<file path="src/design/imu_ctl_defs.vh">
`ifndef IMU_CTL_DEFS_VH
`define IMU_CTL_DEFS_VH

// ************************************************************
// clock and timing
// ************************************************************
`define CLK_FREQ_KHZ 200000
`define SLEEP_UNIT_MS 500
`define SELF_TEST_MS 35

// ************************************************************
// serial frame layout
// ************************************************************
`define FRAME_LAST 4'hF
`define FRAME_RW 15
`define FRAME_ADDR_HI 14
`define FRAME_ADDR_LO 8

// ************************************************************
// register byte addresses (even address = low byte)
// ************************************************************
`define ADDR_ENDURANCE 7'h00
`define ADDR_AUX 7'h30
`define ADDR_PIN 7'h32
`define ADDR_MISC 7'h34
`define ADDR_RANGE 7'h38
`define ADDR_SLEEP 7'h3A
`define ADDR_STATUS 7'h3C
`define ADDR_COMMAND 7'h3E

// ************************************************************
// reset values and writable bit masks
// ************************************************************
`define RST_AUX 16'h0000
`define RST_PIN 16'h0000
`define RST_MISC 16'h0000
`define RST_RANGE 16'h0402
`define RST_SLEEP 16'h0000
`define MASK_AUX 16'h0FFF
`define MASK_PIN 16'h0303
`define MASK_MISC 16'h07C7
`define MASK_RANGE 16'h0707
`define MASK_SLEEP 16'h00FF

// ************************************************************
// field positions
// ************************************************************
`define MISC_SELF_TEST 10
`define MISC_STIM_NEG 9
`define MISC_STIM_POS 8
`define MISC_BIAS_COMP 7
`define MISC_ORIGIN 6
`define MISC_DR_EN 2
`define MISC_DR_POL 1
`define MISC_DR_SEL 0
`define PIN_LEVEL_LSB 8
`define CMD_DAC_LATCH 2
`define CMD_FLASH 3
`define STATUS_ST_ERR 5

// ************************************************************
// range codes, tap limits and flash write count wrap point
// ************************************************************
`define RANGE_300 3'h4
`define RANGE_150 3'h2
`define RANGE_75 3'h1
`define MIN_M_150 3'h2
`define MIN_M_75 3'h4
`define ENDURANCE_LAST 16'h7FFF

`endif

</file>
<file path="src/design/imu_operational_control.v">
`timescale 1ns/1ps
`include "imu_ctl_defs.vh"

// Notes on behaviour
// - sleep count: low byte, half-second units, resets zero
// - nonzero sleep powers down; chip-select pulse wakes
// - output data pass a Bartlett averaging filter
// - filter field M gives two-to-M taps
// - range field selects 300, 150 or 75
// - lower ranges force a minimum tap setting
// - range/filter survives software reset via flash, power-on loads default 0x0402
// - aux output code is 12 bits unsigned
// - aux output changes only on latch command
// - aux code clears on every reset
// - pin bits 1:0 set line directions
// - pin bits 9:8 drive or sense levels
// - pin control resets zero, both lines input
// - misc beats alarm beats pin control
// - misc bits enable, polarity, line of data-ready
// - bit 10 starts self-test, clears after 35 ms
// - self-test result and failing sensors in status
// - manual stimuli; accelerometers take positive only
// - bias compensation and origin alignment enables
// - flash write counter wraps after 32768 writes
module imu_operational_control #(
  parameter SLEEP_TICK_CYCLES = `SLEEP_UNIT_MS * `CLK_FREQ_KHZ,
  parameter SELF_TEST_CYCLES = `SELF_TEST_MS * `CLK_FREQ_KHZ
) (
  input wire clock,
  input wire sys_rst,
  input wire por,
  input wire cs_n,
  input wire sclk,
  input wire mosi,
  output wire miso,
  input wire io_line_one_in,
  output wire io_line_one_out,
  output wire io_line_one_oe_n,
  input wire io_line_two_in,
  output wire io_line_two_out,
  output wire io_line_two_oe_n,
  input wire data_ready,
  input wire [1:0] alarm_drive_en,
  input wire [1:0] alarm_level,
  input wire [5:0] sensor_fail,
  output wire [11:0] aux_output_level,
  output wire power_down,
  output wire sample_hold,
  output wire [2:0] range_select,
  output wire [2:0] filter_taps_log2,
  output wire gyro_stim_pos,
  output wire gyro_stim_neg,
  output wire accel_stim_pos,
  output wire accel_bias_comp,
  output wire origin_align
);

  // ************************************************************
  // functions
  // ************************************************************

  // merge one written byte into a 16-bit register
  function [15:0] put_byte;
    input [15:0] old;
    input hi;
    input [7:0] data;
    input [15:0] mask;
    begin
      if (hi) begin
        put_byte = {data, old[7:0]} & mask;
      end else begin
        put_byte = {old[15:8], data} & mask;
      end
    end
  endfunction

  // raise the tap setting to the floor of the selected range
  function [2:0] eff_taps;
    input [2:0] range;
    input [2:0] m;
    begin
      eff_taps = m;
      if (range == `RANGE_150 && m < `MIN_M_150) begin
        eff_taps = `MIN_M_150;
      end
      if (range == `RANGE_75 && m < `MIN_M_75) begin
        eff_taps = `MIN_M_75;
      end
    end
  endfunction

  // ************************************************************
  // input synchronisers
  // ************************************************************
  wire [4:0] sync_w;
  wire cs_n_s;
  wire sclk_s;
  wire mosi_s;
  wire [1:0] line_in_s;

  pin_sync3 #(
    .WIDTH(5)
  ) u_sync (
    .clock(clock),
    .sys_rst(sys_rst),
    .async_in({io_line_two_in, io_line_one_in, mosi, ~sclk, ~cs_n}),
    .sync_out(sync_w)
  );

  // select and link clock idle high: pass them inverted so reset lands on idle, no false edge
  assign cs_n_s = ~sync_w[0];
  assign sclk_s = ~sync_w[1];
  assign mosi_s = sync_w[2];
  assign line_in_s = sync_w[4:3];

  // ************************************************************
  // serial port
  // ************************************************************
  reg cs_p_q;
  reg sclk_p_q;
  reg [15:0] rx_q;
  reg [15:0] tx_q;
  reg [3:0] bit_q;
  reg frame_q;
  reg miso_q;
  reg [15:0] rd_word;
  wire cs_rise;
  wire cs_fall;
  wire sclk_rise;
  wire sclk_fall;
  wire wr_en;
  wire rd_en;
  wire [6:0] wr_addr;
  wire [6:0] word_addr;
  wire wr_hi;
  wire [7:0] wr_data;

  assign cs_rise = ~cs_p_q & cs_n_s;
  assign cs_fall = cs_p_q & ~cs_n_s;
  assign sclk_rise = ~sclk_p_q & sclk_s & ~cs_n_s;
  assign sclk_fall = sclk_p_q & ~sclk_s & ~cs_n_s;
  assign wr_en = frame_q & rx_q[`FRAME_RW];
  assign rd_en = frame_q & ~rx_q[`FRAME_RW];
  assign wr_addr = rx_q[`FRAME_ADDR_HI:`FRAME_ADDR_LO];
  assign word_addr = {wr_addr[6:1], 1'b0};
  assign wr_hi = wr_addr[0];
  assign wr_data = rx_q[7:0];
  assign miso = miso_q;

  // shift in on rising sclk, shift out on falling sclk
  always @(posedge clock) begin
    if (sys_rst) begin
      cs_p_q <= 1'b1;
      sclk_p_q <= 1'b1;
      rx_q <= 16'h0000;
      tx_q <= 16'h0000;
      bit_q <= 4'h0;
      frame_q <= 1'b0;
      miso_q <= 1'b0;
    end else begin
      cs_p_q <= cs_n_s;
      sclk_p_q <= sclk_s;
      frame_q <= 1'b0;
      if (cs_fall) begin
        bit_q <= 4'h0;
      end else if (sclk_rise) begin
        rx_q <= {rx_q[14:0], mosi_s};
        bit_q <= bit_q + 4'h1;
        frame_q <= (bit_q == `FRAME_LAST);
      end
      if (rd_en) begin
        tx_q <= rd_word;
      end else if (sclk_fall) begin
        miso_q <= tx_q[15];
        tx_q <= {tx_q[14:0], 1'b0};
      end
    end
  end

  // ************************************************************
  // registers
  // ************************************************************
  reg [15:0] aux_q;
  reg [15:0] pin_q;
  reg [15:0] misc_q;
  reg [15:0] range_q;
  reg [15:0] sleep_q;
  reg [11:0] dac_q;
  reg [15:0] nv_range_q;
  reg [15:0] endurance_q;
  reg [5:0] st_fail_q;
  reg st_err_q;
  reg [2:0] taps_q;
  reg st_done;
  reg [31:0] st_cnt_q;
  wire cmd_wr;
  wire [15:0] st_keep;

  assign cmd_wr = wr_en & (wr_addr == `ADDR_COMMAND);
  // a running self-test survives writes of zero, but not its own completion
  assign st_keep = st_done ? 16'h0000 : (misc_q & (16'h0001 << `MISC_SELF_TEST));

  // register writes; software reset clears volatile state only
  always @(posedge clock) begin
    if (sys_rst) begin
      aux_q <= `RST_AUX;
      pin_q <= `RST_PIN;
      misc_q <= `RST_MISC;
      sleep_q <= `RST_SLEEP;
      dac_q <= 12'h000;
      range_q <= por ? `RST_RANGE : nv_range_q;
    end else begin
      if (wr_en && word_addr == `ADDR_AUX) begin
        aux_q <= put_byte(aux_q, wr_hi, wr_data, `MASK_AUX);
      end
      if (wr_en && word_addr == `ADDR_PIN) begin
        pin_q <= put_byte(pin_q, wr_hi, wr_data, `MASK_PIN);
      end
      if (wr_en && word_addr == `ADDR_RANGE) begin
        range_q <= put_byte(range_q, wr_hi, wr_data, `MASK_RANGE);
      end
      if (wr_en && word_addr == `ADDR_SLEEP) begin
        sleep_q <= put_byte(sleep_q, wr_hi, wr_data, `MASK_SLEEP);
      end
      // self-test bit: a new start wins over completion
      if (wr_en && word_addr == `ADDR_MISC) begin
        misc_q <= put_byte(misc_q, wr_hi, wr_data, `MASK_MISC) | st_keep;
      end else if (st_done) begin
        misc_q[`MISC_SELF_TEST] <= 1'b0;
      end
      // output level moves only on the latch command
      if (cmd_wr && wr_data[`CMD_DAC_LATCH]) begin
        dac_q <= aux_q[11:0];
      end
    end
  end

  // nonvolatile image and flash write count; only power-on clears them
  always @(posedge clock) begin
    if (por) begin
      nv_range_q <= `RST_RANGE;
      endurance_q <= 16'h0000;
    end else if (cmd_wr && wr_data[`CMD_FLASH]) begin
      nv_range_q <= range_q;
      if (endurance_q == `ENDURANCE_LAST) begin
        endurance_q <= 16'h0000;
      end else begin
        endurance_q <= endurance_q + 16'h0001;
      end
    end
  end

  // self-test timer and result capture
  always @(posedge clock) begin
    if (sys_rst) begin
      st_cnt_q <= 32'h00000000;
      st_done <= 1'b0;
      st_fail_q <= 6'h00;
      st_err_q <= 1'b0;
    end else begin
      st_done <= 1'b0;
      if (misc_q[`MISC_SELF_TEST] && !st_done) begin
        if (st_cnt_q == SELF_TEST_CYCLES - 1) begin
          st_cnt_q <= 32'h00000000;
          st_done <= 1'b1;
          st_fail_q <= sensor_fail;
          st_err_q <= |sensor_fail;
        end else begin
          st_cnt_q <= st_cnt_q + 32'h00000001;
        end
      end
    end
  end

  // effective tap setting handed to the averaging filter
  always @(posedge clock) begin
    if (sys_rst) begin
      taps_q <= 3'h0;
    end else begin
      taps_q <= eff_taps(range_q[10:8], range_q[2:0]);
    end
  end

  // read data; pin levels show the sensed pin for input lines
  always @* begin
    case (word_addr)
      `ADDR_ENDURANCE: rd_word = endurance_q;
      `ADDR_AUX: rd_word = aux_q;
      `ADDR_PIN: rd_word = {6'h00, pin_q[1] ? pin_q[9] : line_in_s[1],
                            pin_q[0] ? pin_q[8] : line_in_s[0], 6'h00, pin_q[1:0]};
      `ADDR_MISC: rd_word = misc_q;
      `ADDR_RANGE: rd_word = range_q;
      `ADDR_SLEEP: rd_word = sleep_q;
      `ADDR_STATUS: rd_word = {st_fail_q, 4'h0, st_err_q, 5'h00};
      default: rd_word = 16'h0000;
    endcase
  end

  // ************************************************************
  // sleep control
  // ************************************************************
  reg asleep_q;
  reg pend_q;
  reg [7:0] left_q;
  reg [31:0] tick_q;

  // sleep starts when the writing frame ends; the next cs pulse wakes
  always @(posedge clock) begin
    if (sys_rst) begin
      asleep_q <= 1'b0;
      pend_q <= 1'b0;
      left_q <= 8'h00;
      tick_q <= 32'h00000000;
    end else begin
      if (wr_en && wr_addr == `ADDR_SLEEP && wr_data != 8'h00) begin
        pend_q <= 1'b1;
      end
      if (cs_rise) begin
        pend_q <= 1'b0;
        if (asleep_q) begin
          asleep_q <= 1'b0;
        end else if (pend_q) begin
          asleep_q <= 1'b1;
          left_q <= sleep_q[7:0];
          tick_q <= 32'h00000000;
        end
      end else if (asleep_q) begin
        if (tick_q == SLEEP_TICK_CYCLES - 1) begin
          tick_q <= 32'h00000000;
          left_q <= left_q - 8'h01;
          if (left_q == 8'h01) begin
            asleep_q <= 1'b0;
          end
        end else begin
          tick_q <= tick_q + 32'h00000001;
        end
      end
    end
  end

  // ************************************************************
  // general-purpose lines
  // ************************************************************
  reg [1:0] line_out_q;
  reg [1:0] line_oe_n_q;
  wire dr_level;
  integer i;

  assign dr_level = misc_q[`MISC_DR_POL] ? data_ready : ~data_ready;

  // data-ready first, then alarm, then pin control
  always @(posedge clock) begin
    if (sys_rst) begin
      line_out_q <= 2'b00;
      line_oe_n_q <= 2'b11;
    end else begin
      for (i = 0; i < 2; i = i + 1) begin
        if (misc_q[`MISC_DR_EN] && misc_q[`MISC_DR_SEL] == i[0]) begin
          line_out_q[i] <= dr_level;
          line_oe_n_q[i] <= 1'b0;
        end else if (alarm_drive_en[i]) begin
          line_out_q[i] <= alarm_level[i];
          line_oe_n_q[i] <= 1'b0;
        end else if (pin_q[i]) begin
          line_out_q[i] <= pin_q[`PIN_LEVEL_LSB + i];
          line_oe_n_q[i] <= 1'b0;
        end else begin
          line_out_q[i] <= 1'b0;
          line_oe_n_q[i] <= 1'b1;
        end
      end
    end
  end

  // ************************************************************
  // outputs
  // ************************************************************
  assign io_line_one_out = line_out_q[0];
  assign io_line_one_oe_n = line_oe_n_q[0];
  assign io_line_two_out = line_out_q[1];
  assign io_line_two_oe_n = line_oe_n_q[1];
  assign aux_output_level = dac_q;
  assign power_down = asleep_q;
  assign sample_hold = misc_q[`MISC_SELF_TEST];
  assign range_select = range_q[10:8];
  assign filter_taps_log2 = taps_q;
  assign gyro_stim_pos = misc_q[`MISC_STIM_POS];
  assign gyro_stim_neg = misc_q[`MISC_STIM_NEG];
  assign accel_stim_pos = misc_q[`MISC_STIM_POS];
  assign accel_bias_comp = misc_q[`MISC_BIAS_COMP];
  assign origin_align = misc_q[`MISC_ORIGIN];

endmodule // imu_operational_control

</file>
<file path="src/design/pin_sync3.v">
`timescale 1ns/1ps

// ************************************************************
// three-stage input synchroniser with agreement filter
// ************************************************************
module pin_sync3 #(
  parameter WIDTH = 1
) (
  input wire clock,
  input wire sys_rst,
  input wire [WIDTH-1:0] async_in,
  output reg [WIDTH-1:0] sync_out
);

  reg [WIDTH-1:0] s1_q;
  reg [WIDTH-1:0] s2_q;
  reg [WIDTH-1:0] s3_q;
  integer i;

  // s1 feeds only s2; a change is taken when s2 and s3 agree
  always @(posedge clock) begin
    if (sys_rst) begin
      s1_q <= {WIDTH{1'b0}};
      s2_q <= {WIDTH{1'b0}};
      s3_q <= {WIDTH{1'b0}};
      sync_out <= {WIDTH{1'b0}};
    end else begin
      s1_q <= async_in;
      s2_q <= s1_q;
      s3_q <= s2_q;
      for (i = 0; i < WIDTH; i = i + 1) begin
        if (s2_q[i] == s3_q[i]) begin
          sync_out[i] <= s3_q[i];
        end
      end
    end
  end

endmodule // pin_sync3

</file>
<file path="config.mk">
export PLATFORM = sky130hd
export DESIGN_NAME = imu_operational_control
export DESIGN_NICKNAME = d
export VERILOG_FILES = /design/src/design/imu_operational_control.v /design/src/design/pin_sync3.v
export VERILOG_INCLUDE_DIRS = /design/src /design/src/design
export SDC_FILE = /design/constraint.sdc
export NUM_CORES = 1
export LEC_CHECK = 0
export ABC_AREA = 1
export BUFFER_PORTS_ARGS = -buffer_cell sky130_fd_sc_hd__buf_2
export CORE_MARGIN = 2
export CORE_UTILIZATION = 56
export DETAILED_ROUTE_END_ITERATION = 8
export PLACE_DENSITY = 0.76
export REMOVE_ABC_BUFFERS = 1
export SLEW_MARGIN = 40
export SYNTH_ARGS = -nofsm -noshare
export SYNTH_HDL_FRONTEND = slang
export SYNTH_SLANG_ARGS = --single-unit
</file>
<file path="constraint.sdc">
create_clock -name clock -period 1.53 [get_ports clock]
set_input_delay 0.153 -clock clock [delete_from_list [all_inputs] [get_ports clock]]
set_output_delay 0.153 -clock clock [all_outputs]
set_load 0.02 [all_outputs]
</file>
## Word level (Yosys, flattened, before mapping)

Cells that the tools add are included.

| operators by class | value |
|---|---|
| add/subtract/negate cells | 5 |
| order comparisons | 2 |
| equal/unequal tests | 22 |
| mux-type cells | 49 |
| bitwise logic cells | 24 |
| reduce and logical (&&, ||, !) cells | 43 |

Operators with widths:

| operator | number |
|---|---|
| $mux 32 | 6 |
| $mux 16 | 8 |
| $pmux 16 s7 | 1 |
| $add 32x1->32 const B | 2 |
| $mux 8 | 5 |
| $eq 6x5->1 const B | 6 |
| $mux 11 | 3 |
| $eq 32x23->1 const B | 1 |
| $eq 32x27->1 const B | 1 |
| $mux 1 | 24 |
| $reduce_and 2->1 | 10 |
| $add 16x1->16 const B | 1 |
| $eq 16x15->1 const B | 1 |
| $or 16x11->16 | 1 |
| $eq 7x6->1 const B | 2 |
| $logic_and 1x1->1 | 14 |
| $not 1->1 | 14 |
| $reduce_bool 2->1 | 7 |
| $and 1x1->1 | 9 |
| $eq 8x1->1 const B | 1 |
| $reduce_bool 8->1 | 1 |
| $reduce_or 2->1 | 4 |
| $sub 8x1->8 const B | 1 |
| $logic_not 7->1 | 1 |
| 14 further kinds | 21 |

| storage, ports and cells | value |
|---|---|
| bits in registers | 261 |
| bits of input ports | 19 |
| output and inout port bits | 30 |
| logic and storage cells | 188 |

## Depth between registers and ports, before layout

Gate-level depths: netlist of run 1.

| logic depth | value |
|---|---|
| word-level depth | 6 |
| mapped depth | 12 |
| mapped depth without buffers | 11 |

## Hierarchy

From an unflattened synthesis of run 1, not the netlist that was laid out.

| unflattened totals | value |
|---|---|
| cell total of the unflattened synthesis | 1692 |
| area, all modules | 11756.3 µm² |

By module, submodules not included:

| module | times used | cells an instance | area each (µm²) | seq. area each (µm²) |
|---|---|---|---|---|
| imu_operational_control | 1 | 1624 | 11148.2 | 4584.4 |
| pin_sync3 | 1 | 68 | 608.1 | 400.4 |

## Worst setup path after synthesis of run 1

Ideal clock, no wire load.

| timing path | value |
|---|---|
| path type | register to register |
| from | reg rx_q[11] |
| to | reg range_q[0] (enable) |
| setup time | 344 ps |
| arrival time | 1325 ps |
| data required time | 1186 ps |
| setup slack | -139 ps |
| stages on the path, launching flop included | 9 |
| path buffers | 2 |
| period minus slack after synthesis | 1669 ps |
| cell sequence | dfxtp_1 buf_2 nand2_1 nor2_1 nand2_1 inv_2 buf_4 nand2_1 o21ai_0 |

| on the way | value |
|---|---|
| cells in the longest elaborated chain, start to end | 4 |

RTL lines:

| element | RTL line | RTL |
|---|---|---|
| start: declaration | imu_operational_control.v:121 | `reg [15:0] rx_q;` |
| start signal: assignment | imu_operational_control.v:167 | `rx_q <= {rx_q[14:0], mosi_s};` |
| $eq 6x5->1 | - |  |
| $logic_and 1x1->1 (no line) | - |  |
| $reduce_bool 2->1 (no line) | - |  |
| $reduce_and 2->1 (no line) | - |  |
| end signal: assignment | imu_operational_control.v:211 | `` range_q <= por ? `RST_RANGE : nv_range_q; `` |
| end signal: assignment | imu_operational_control.v:220 | `` range_q <= put_byte(range_q, wr_hi, wr_data, `MASK_RANGE); `` |
| end: declaration | imu_operational_control.v:186 | `reg [15:0] range_q;` |

Every way passes these cells.
A chain may end at the register's enable or synchronous reset.

## Final worst setup path of run 1

| timing path | value |
|---|---|
| from | reg tick_q[20] |
| to | reg left_q[1] |

| on the way | value |
|---|---|
| cells in the longest elaborated chain, start to end | 3 |

RTL lines:

| element | RTL line | RTL |
|---|---|---|
| start: declaration | imu_operational_control.v:305 | `reg [31:0] tick_q;` |
| start signal: assignment | imu_operational_control.v:335 | `tick_q <= tick_q + 32'h00000001;` |
| $eq 32x27->1 | imu_operational_control.v:328 | `if (tick_q == SLEEP_TICK_CYCLES - 1) begin` |
| $reduce_bool 2->1 (no line) | - |  |
| $reduce_and 4->1 (no line) | - |  |
| end signal: assignment | imu_operational_control.v:324 | `left_q <= sleep_q[7:0];` |
| end signal: assignment | imu_operational_control.v:330 | `left_q <= left_q - 8'h01;` |
| end: declaration | imu_operational_control.v:304 | `reg [7:0] left_q;` |

Every way passes these cells.

==> metrics list, run 1 <==
- Num rows: 52
* Clock tree from TritonCTS: yes
- Sequential-to-total area share from yosys stat: 43.57%
- Vias in the first global route: 11300
- At the pin with the least slew margin, the transition time is 0.5274 ns.
- For hold timing, the worst endpoint is line_out_q[1]$_SDFF_PP0_.
- After layout, the minimum clock period comes to between 1.5 and 2 ns.
- Synthesis instantiated 47 different standard cells from the library.
* Starting Density: 56.72%
* Area of all placed cells without fillers: 15890 um2
* Clock sink total: 241
* Post-Place Cell Area: roughly 13000 um2
- Detailed-route wire length per cell: roughly 17 um
- The total overflow left after global routing is 0.
* Worst reg2reg path startpoint: tick_q[20]$_SDFFE_PP0P_
- Data required time at the worst endpoint: ~2.0 ns
* Adder-cell area share of the yosys netlist: less than 1%
- Clock latency of the later-clocked register in the worst-skew pair: 0.53 ns
- After the last flow step, the layout net total stands at between 1500 and 2000.
* Post-Route Skew: 0.01227 ns
- Weighted congestion at the end of routability-driven global placement: between 0.9 and 1
* Post-route worst setup slack: -0.1058 ns
- The final critical path takes up 106.9% of the cycle.
- Met3 routed WL: around 3000 um
- Share of post-route cells with drive strength above 1: between 30% and 40%
- Synth top area share: 39.37%
* Vias post-DR: roughly 12000
- In the final routing, the length of wire on met1 measures ~15000 um.
- Counting flops and latches in the post-synthesis netlist gives 241.
- Simple-gate share of the synthesized area: around 30%
* Leak: ~6.3 nW
- The total count of hold-check failures in the final report came to 0.
* Result of the run: complete, but fails checks
- Dominant combinational cell family by area after synthesis: simple AND/OR/NAND/NOR gates
* Fraction of the mapped netlist area in compound gates: approximately 15%
- For the worst setup path, the data arrival time is 2.10 ns.
- Detailed Route Iter0 Violations: 1211
- Setup repair after global routing could not meet its margin everywhere.
* Pin count of the biggest net entering global routing: 48
- Final ANT Viol Nets: 0
- Number of buffers added on ports: 48
* Count of unresolved DRC violations after routing: 0
* Number of instances on the worst hold path: 4
- Clock tree synthesis selected as its root buffer the cell clkbuf_16.
- Share of flip-flops with an asynchronous set or reset: 0%
* Total routed wirelength: 36540 um
- After filler insertion, the fill cell instance count of the layout stands at roughly 1300.
* Critical hold path startpoint: data_ready
- The clock passes through at most 3 buffers.
* Number of vias per cell: 5.650
- During synthesis, Yosys emitted a total of 0 warnings.
- Register-to-register setup slack: -0.11 ns
- Finish-stage setup viols: 33
* Height of the chip: ~150 um
- Worst R2R Path Depth: 11
* Violations in the final reports: negative setup slack
* Commonest non-fill, non-tap cell in the layout: nand2_1
- The mapped netlist covers 11440 um2.
- Top flip-flop cell by instance count after synthesis: dfxtp_1
- Total power for the finished layout comes to approximately 14 mW.
- Power density over the cells: 880.2 nW/um2
- Summed over all nets, wire length on met2 after detailed routing comes to roughly 18000 um.
- The first detailed-routing pass ran for 6 iterations.
- The initial antenna violation count was 0.
* Uppermost metal layer occupied by signal nets: met4
- Clock input transition at the sequential cells of the worst setup and hold paths: 0.06 ns
* Startpoint-to-endpoint class of the critical path: flop to flop
* Floorplan Core Area: 20170 um2
* Final HPWL from detailed placement: roughly 23000 um
- Post-synth EDFFs: 16
- Of the total synthesized cell area, the portion taken by XOR and XNOR cells is 1.378%.
- OpenSTA, run right after detailed placement, puts the worst setup slack at -0.1707 ns.
- Measured against its own limit, the worst slew margin works out to 64.84%.
* Global-route wire length before repair: roughly 55000 um
- Post-Syn Area per Cell: 6.892 um2
- Die Area: 21590 um2
- TritonCTS Buffers: 26
- In the synthesized netlist, the number of instances is 1660.
- Hold timing on the final database bottoms out at a slack of 0.04578 ns.
- Library cell with the largest summed area after synthesis: dfxtp_1
* Crit start category: flop
- Reg-to-Reg End: left_q[1]$_SDFFE_PP0P_
- The tool flagged a number of max-cap violations equal to 0.
- Max Transition Viols Final: 0
- Crit end category: flop
- 0 antenna diodes ended up in the layout.
- Global routing used a little under a third of the available tracks.
- Hold crit path type: primary input to flop
- In the final layout, flip-flops and latches occupy between 5000 and 6000 um2.
* Max rail drop VDD: 0.8976 mV
* Commonest cells after routing, fill and taps aside: nand2_1, nor2_1, dfxtp_1, buf_4, inv_1
- In this run the number of H-tree levels came out at 1.
* Largest driver fanout on the critical path: 5
* Area growth syn-to-layout: 38.89%
- The multi-input combinational cells in the finished layout cover a total of roughly 6300 um2.
- In this run the horizontal extent of the chip is 146.9 um.
- Top post-synthesis cells by area: dfxtp_1, nand2_1, nor2_1
- Multiplexer share of the synthesized area: 0%
- Fmax achieved: between 600 and 700 MHz
- Top-level port count: 49
## flip-flops by register name, summed over array words and instances, names as in the netlist, 5 cells and up
name / flops
u_sync.s2_q: 5
st_cnt_q: 32
u_sync.sync_out: 5
st_fail_q: 6
u_sync.s3_q: 5
u_sync.s1_q: 5
tick_q: 32
nv_range_q: 16
endurance_q: 16
range_q: 16
aux_output_level: 12
sleep_q: 8
left_q: 8
rx_q: 16
aux_q: 12
tx_q: 16
misc_q: 8
## worst max-delay path by stage
stage	from	endpoint	slack (ns)	cells past startpoint
after floorplan	sys_rst	range_q[11]$_SDFFCE_PP0P_	-0.57	2
after global placement	tick_q[1]$_SDFFE_PP0P_	tick_q[21]$_SDFFE_PP0P_	-0.13	8
after detailed placement	tick_q[1]$_SDFFE_PP0P_	tick_q[21]$_SDFFE_PP0P_	-0.17	8
after CTS	tick_q[1]$_SDFFE_PP0P_	left_q[1]$_SDFFE_PP0P_	-0.04	12
after global routing	tick_q[7]$_SDFFE_PP0P_	left_q[4]$_SDFFE_PP0P_	-0.18	11
final	tick_q[20]$_SDFFE_PP0P_	left_q[1]$_SDFFE_PP0P_	-0.11	11
## cell type report
type	count	area share [%]
Timing Repair Buffer	285	15.19
Sequential cell	241	31.91
Tap cell	270	2.126
Inverter	202	4.835
Clock inverter	15	1.614
Clock buffer	33	4.654
Multi-Input combinational cell	1161	39.68
## layer usage
metal  vias to the layer above  track usage (%)
met5                         -                0
met4                         0            10.34
met3                       125            4.193
met2                       631            51.06
met1                      5806            40.80
li1                       5908                -
## stage by stage
step                setup TNS, ns  std cells  util, %
floorplan                  -46.33       1604        -
global placement           -2.298       2102    65.32
detailed placement         -6.996       2102    65.32
CTS                       -0.1408       2178    72.58
global route               -6.039       2207    78.78
finish                     -1.739       2207    78.78
## cells in the mapped netlist, types with 3 or more instances
library cell,n
a31oi_1,9
edfxtp_1,16
inv_1,191
and3_1,6
a211oi_1,5
xnor2_1,4
xor2_1,14
nor3_1,41
o21ai_0,149
buf_2,12
nand4_1,32
nand2_2,6
inv_2,10
dfxtp_1,225
nor2_4,6
nor2_2,12
nor2_1,253
o21bai_1,3
nand2_1,356
nand3_2,3
o21ai_1,4
o22ai_1,6
o211ai_1,6
nand3_1,83
a21oi_1,135
ha_1,6
clkbuf_1,32
buf_4,8
## critical path, stage by stage (launching register included)
cell	delay, ns
dfxtp_1	0.38
nand2_1	0.11
nor2_1	0.19
nand2_1	0.08
nor2_1	0.10
nand2_1	0.09
nand2_2	0.13
nand2_8	0.10
buf_12	0.15
nand2_2	0.04
nand2_1	0.07
nor2_1	0.12
## cells by family (layout without fill, tap and decap cells)
family,count (synthesis),after routing
AO/OA/AOI/OAI,327,327
adder cells (fa/ha/maj),6,6
buffers and inverters,258,535
AND/OR/NAND/NOR,810,810
XOR/XNOR,18,18
flip-flops,241,241
## where the power goes
| part | internal, mW | switching (mW) | total [mW] | leakage (nW) |
|---|---|---|---|---|
| registers | 6.36 | 0.0239 | 6.38 | 2.00 |
| logic | 0.151 | 0.241 | 0.392 | 3.85 |
| clock network | 4.60 | 2.61 | 7.21 | 0.490 |
## timing repair
| action | CTS | global route |
|---|---|---|
| endpoints found under the setup margin | 147 | 177 |
| endpoints found under the hold margin | 16 | 0 |
| pin swaps | 8 | 76 |
| setup buffers | 10 | 21 |
| hold buffers | 17 | 0 |
| resized for setup | 63 | 317 |
| gates cloned | 1 | 8 |
Power figures use the tool's default switching activity.
==> inputs of run 2 (changes only) <==
--- a/config.mk
+++ b/config.mk
@@ -17,3 +17,4 @@
 export SYNTH_ARGS = -nofsm -noshare
 export SYNTH_HDL_FRONTEND = slang
 export SYNTH_SLANG_ARGS = --single-unit
+export TNS_END_PERCENT = 20
==> constraint.sdc (replaced) <==
create_clock -name clock -period 1.4 [get_ports clock]
set_input_delay 0.14 -clock clock [delete_from_list [all_inputs] [get_ports clock]]
set_output_delay 0.14 -clock clock [all_outputs]
set_load 0.02 [all_outputs]
==> run 2 against run 1 <==
Compared with the run above:
- combinational power grew 20%
- total power increased by 3.5%
- utilization is 3.5 points higher
- the flow still finishes with violations (negative setup slack)
- largest power group unchanged
==> metrics list, run 2 (same netlist as run 1, synthesis figures left out) <==
- For this design the static power due to leakage is 6.708 nW.
- Hold crit path type: primary input to flop
- The count of nets left with antenna violations once routing finished came out at 0.
- The design draws 14.48 mW.
- Commonest non-fill, non-tap cell in the layout: nand2_1
* Count of max-cap constraint violations: 0
- The post-route netlist has 35.52% of its cells at a drive strength greater than 1.
- The total count of hold-check failures in the final report came to 0.
- Leftover overflow at the end of global routing: 0
- Fill cells in the final layout number 1195.
- Worst slew slack as a fraction of its limit: 62.82%
- Root buffer cell: clkbuf_16
- In the global route stage, met1 resource usage came out at 42.36%.
- Pin count of the biggest net entering global routing: just over 60
- Data required time at the worst endpoint: 1.87 ns
* FF+latch area: approximately 5100 um2
- Power density over the cells: 871.8 nW/um2
* Ant. Diodes: 0
* Total routed wirelength: about 40000 um
* Unrepaired setup endpoints after global routing: true
- The run finished, with violations left.
- The global routing stage identified its most utilized layer as met2.
- TritonCTS built the clock tree.
- TritonCTS Buffers: 26
- Of the available clock period, the critical path in the final layout requires 116.1%.
* WP data arrival: 2.09 ns
- Of all nets on the critical path, the largest fanout is 5.
- Non-filler instance count after layout: 2280
- Combined area of the multi-input logic cells: 6559 um2
- Num rows: 52
- The clock reaches the later pin of the worst-skew pair after between 0.5 and 0.6 ns.
* Worst setup slack after placement: -0.2700 ns
- Top-level port count: just under 50
* Weighted congestion at the end of routability-driven global placement: 0.9651
- The number of buffers and inverters on the critical path is 1.
* Starting Density: 56.72%
* Commonest cells after routing, fill and taps aside: nand2_1, buf_4, dfxtp_1, inv_1, nor2_1
- In this run the number of H-tree levels came out at 1.
* Number of antenna violations at the first check in global routing: 0
- For the pin with the worst max-slew slack, the measured transition is between 0.5 and 0.6 ns.
- Area growth syn-to-layout: 45.12%
- Cell chain of the critical path: ha_4 > nand2_4 > nor2_4 > nand2_2 > nor2_2 > nand2_2 > nand2_4 > nand2_8 > buf_12 > nand2_1 > nand2_1 > nor2_1
- Detailed Route Iter0 Violations: between 1000 and 1500
- Floorplan Core Area: between 20000 and 25000 um2
- Max rail drop VDD: 1.092 mV
* Crit end category: flop
- Summing all placed instances gives a cell area of 13750 um2.
* Worst path slowest cell: dfxtp_2
- Based on the critical path, the design can be clocked at up to 615.1 MHz.
- Clock input transition at the sequential cells of the worst setup and hold paths: 0.06 ns
- The first global-routing pass estimated 57860 um of wire.
- In this run the tool buffered the top-level ports with 48 buffer cells.
- Instance count after placement with tap cells included: 2177
- Summing all non-filler instances in the final layout gives an area of 16600 um2.
- The checks that failed: negative setup slack.
- The worst setup path is of the flop to flop kind.
* Final HPWL from detailed placement: 23990 um
- Maximum buffer depth of the clock tree: 3
- Final critical delay including setup and external delays: ~1.6 ns
* Fraction of met3 tracks used by global routing: 4.689%
- Number of vias per cell: 5.712
- Counting every sink on the clock net gives roughly 240.
- Vias in the first global route: about 12000
- Net count, final: just over 2000
- Count of unresolved DRC violations after routing: 0
* Finish-stage setup viols: 164
- Post-route worst setup slack: -0.2258 ns
- Leading registers by flop count: st_cnt_q: 32 flops, tick_q: 32 flops
* Max Transition Viols Final: 0
* Crit start category: flop
- Measured along the x axis, the die boundary spans 146.9 um.
- Final-layout worst hold slack: 0.02576 ns
- In the final routed layout, each cell accounts on average for 17.23 um.
* Total Negative Setup Slacks: -12.90 ns
* Met2 track demand over resource: 55.59%
* Family with the most delay on the worst path: simple AND/OR/NAND/NOR gates
- The die covers ~22000 um2.
* Share of the core filled with cells in the final layout: between 80 and 90%
- Drt first pass iters: 7
* Post-Route Skew: 0.01411 ns
* GRT Total Usage: 32.39%
- The routed layout has 13020 vias.
- Largest stage delay on the critical path: 0.36 ns
* Height of the chip: 146.9 um
==> run 2: what timing repair did <==
| item | 4_1_cts | 5_1_grt |
|---|---|---|
| cloned | 3 | 4 |
| resized for setup | 182 | 305 |
| hold endpoints to repair | 18 | 0 |
| pin swaps | 39 | 66 |
| hold buffers | 21 | 0 |
| setup endpoints to repair | 190 | 200 |
| buffers inserted | 20 | 7 |
==> run 2: report_power, final <==
group / switching (mW) / internal, mW
registers: 0.0288 / 6.95
logic: 0.279 / 0.190
clock network: 2.95 / 4.07
==> run 2: final cells by class <==
cell class	count	share of cell area (%)
tap	270	2.035
sequential	241	30.47
clock inverter	14	0.8440
inverter	202	4.717
clock buffer	34	4.408
multi-input combinational	1161	39.50
timing repair buffer	358	18.03
==> run 2: path summary, 6_finish.rpt <==
kind,from,end,slack (ns),cells after the start
min,por,endurance_q[13]$_SDFFE_PP0P_,0.03,3
min reg2reg,u_sync.s1_q[0]$_SDFF_PP0_,u_sync.s2_q[0]$_SDFF_PP0_,0.40,2
max,tick_q[0]$_SDFFE_PP0P_,left_q[0]$_SDFFE_PP0P_,-0.23,12
max reg2reg,tick_q[0]$_SDFFE_PP0P_,left_q[0]$_SDFFE_PP0P_,-0.23,12
==> run 2: worst min-delay path, delay by kind of cell <==
kind            cells  cell delay [ns]
compound gates      1             0.05
buf+inv             2             0.32
==> run 2: metal layers <==
layer | share of wire (%) | vias up
met3 | 8.2 | 177
met4 | 4.6 | 0
met5 | 0 | -
met2 | 48 | 725
li1 | - | 6058
met1 | 39 | 6064
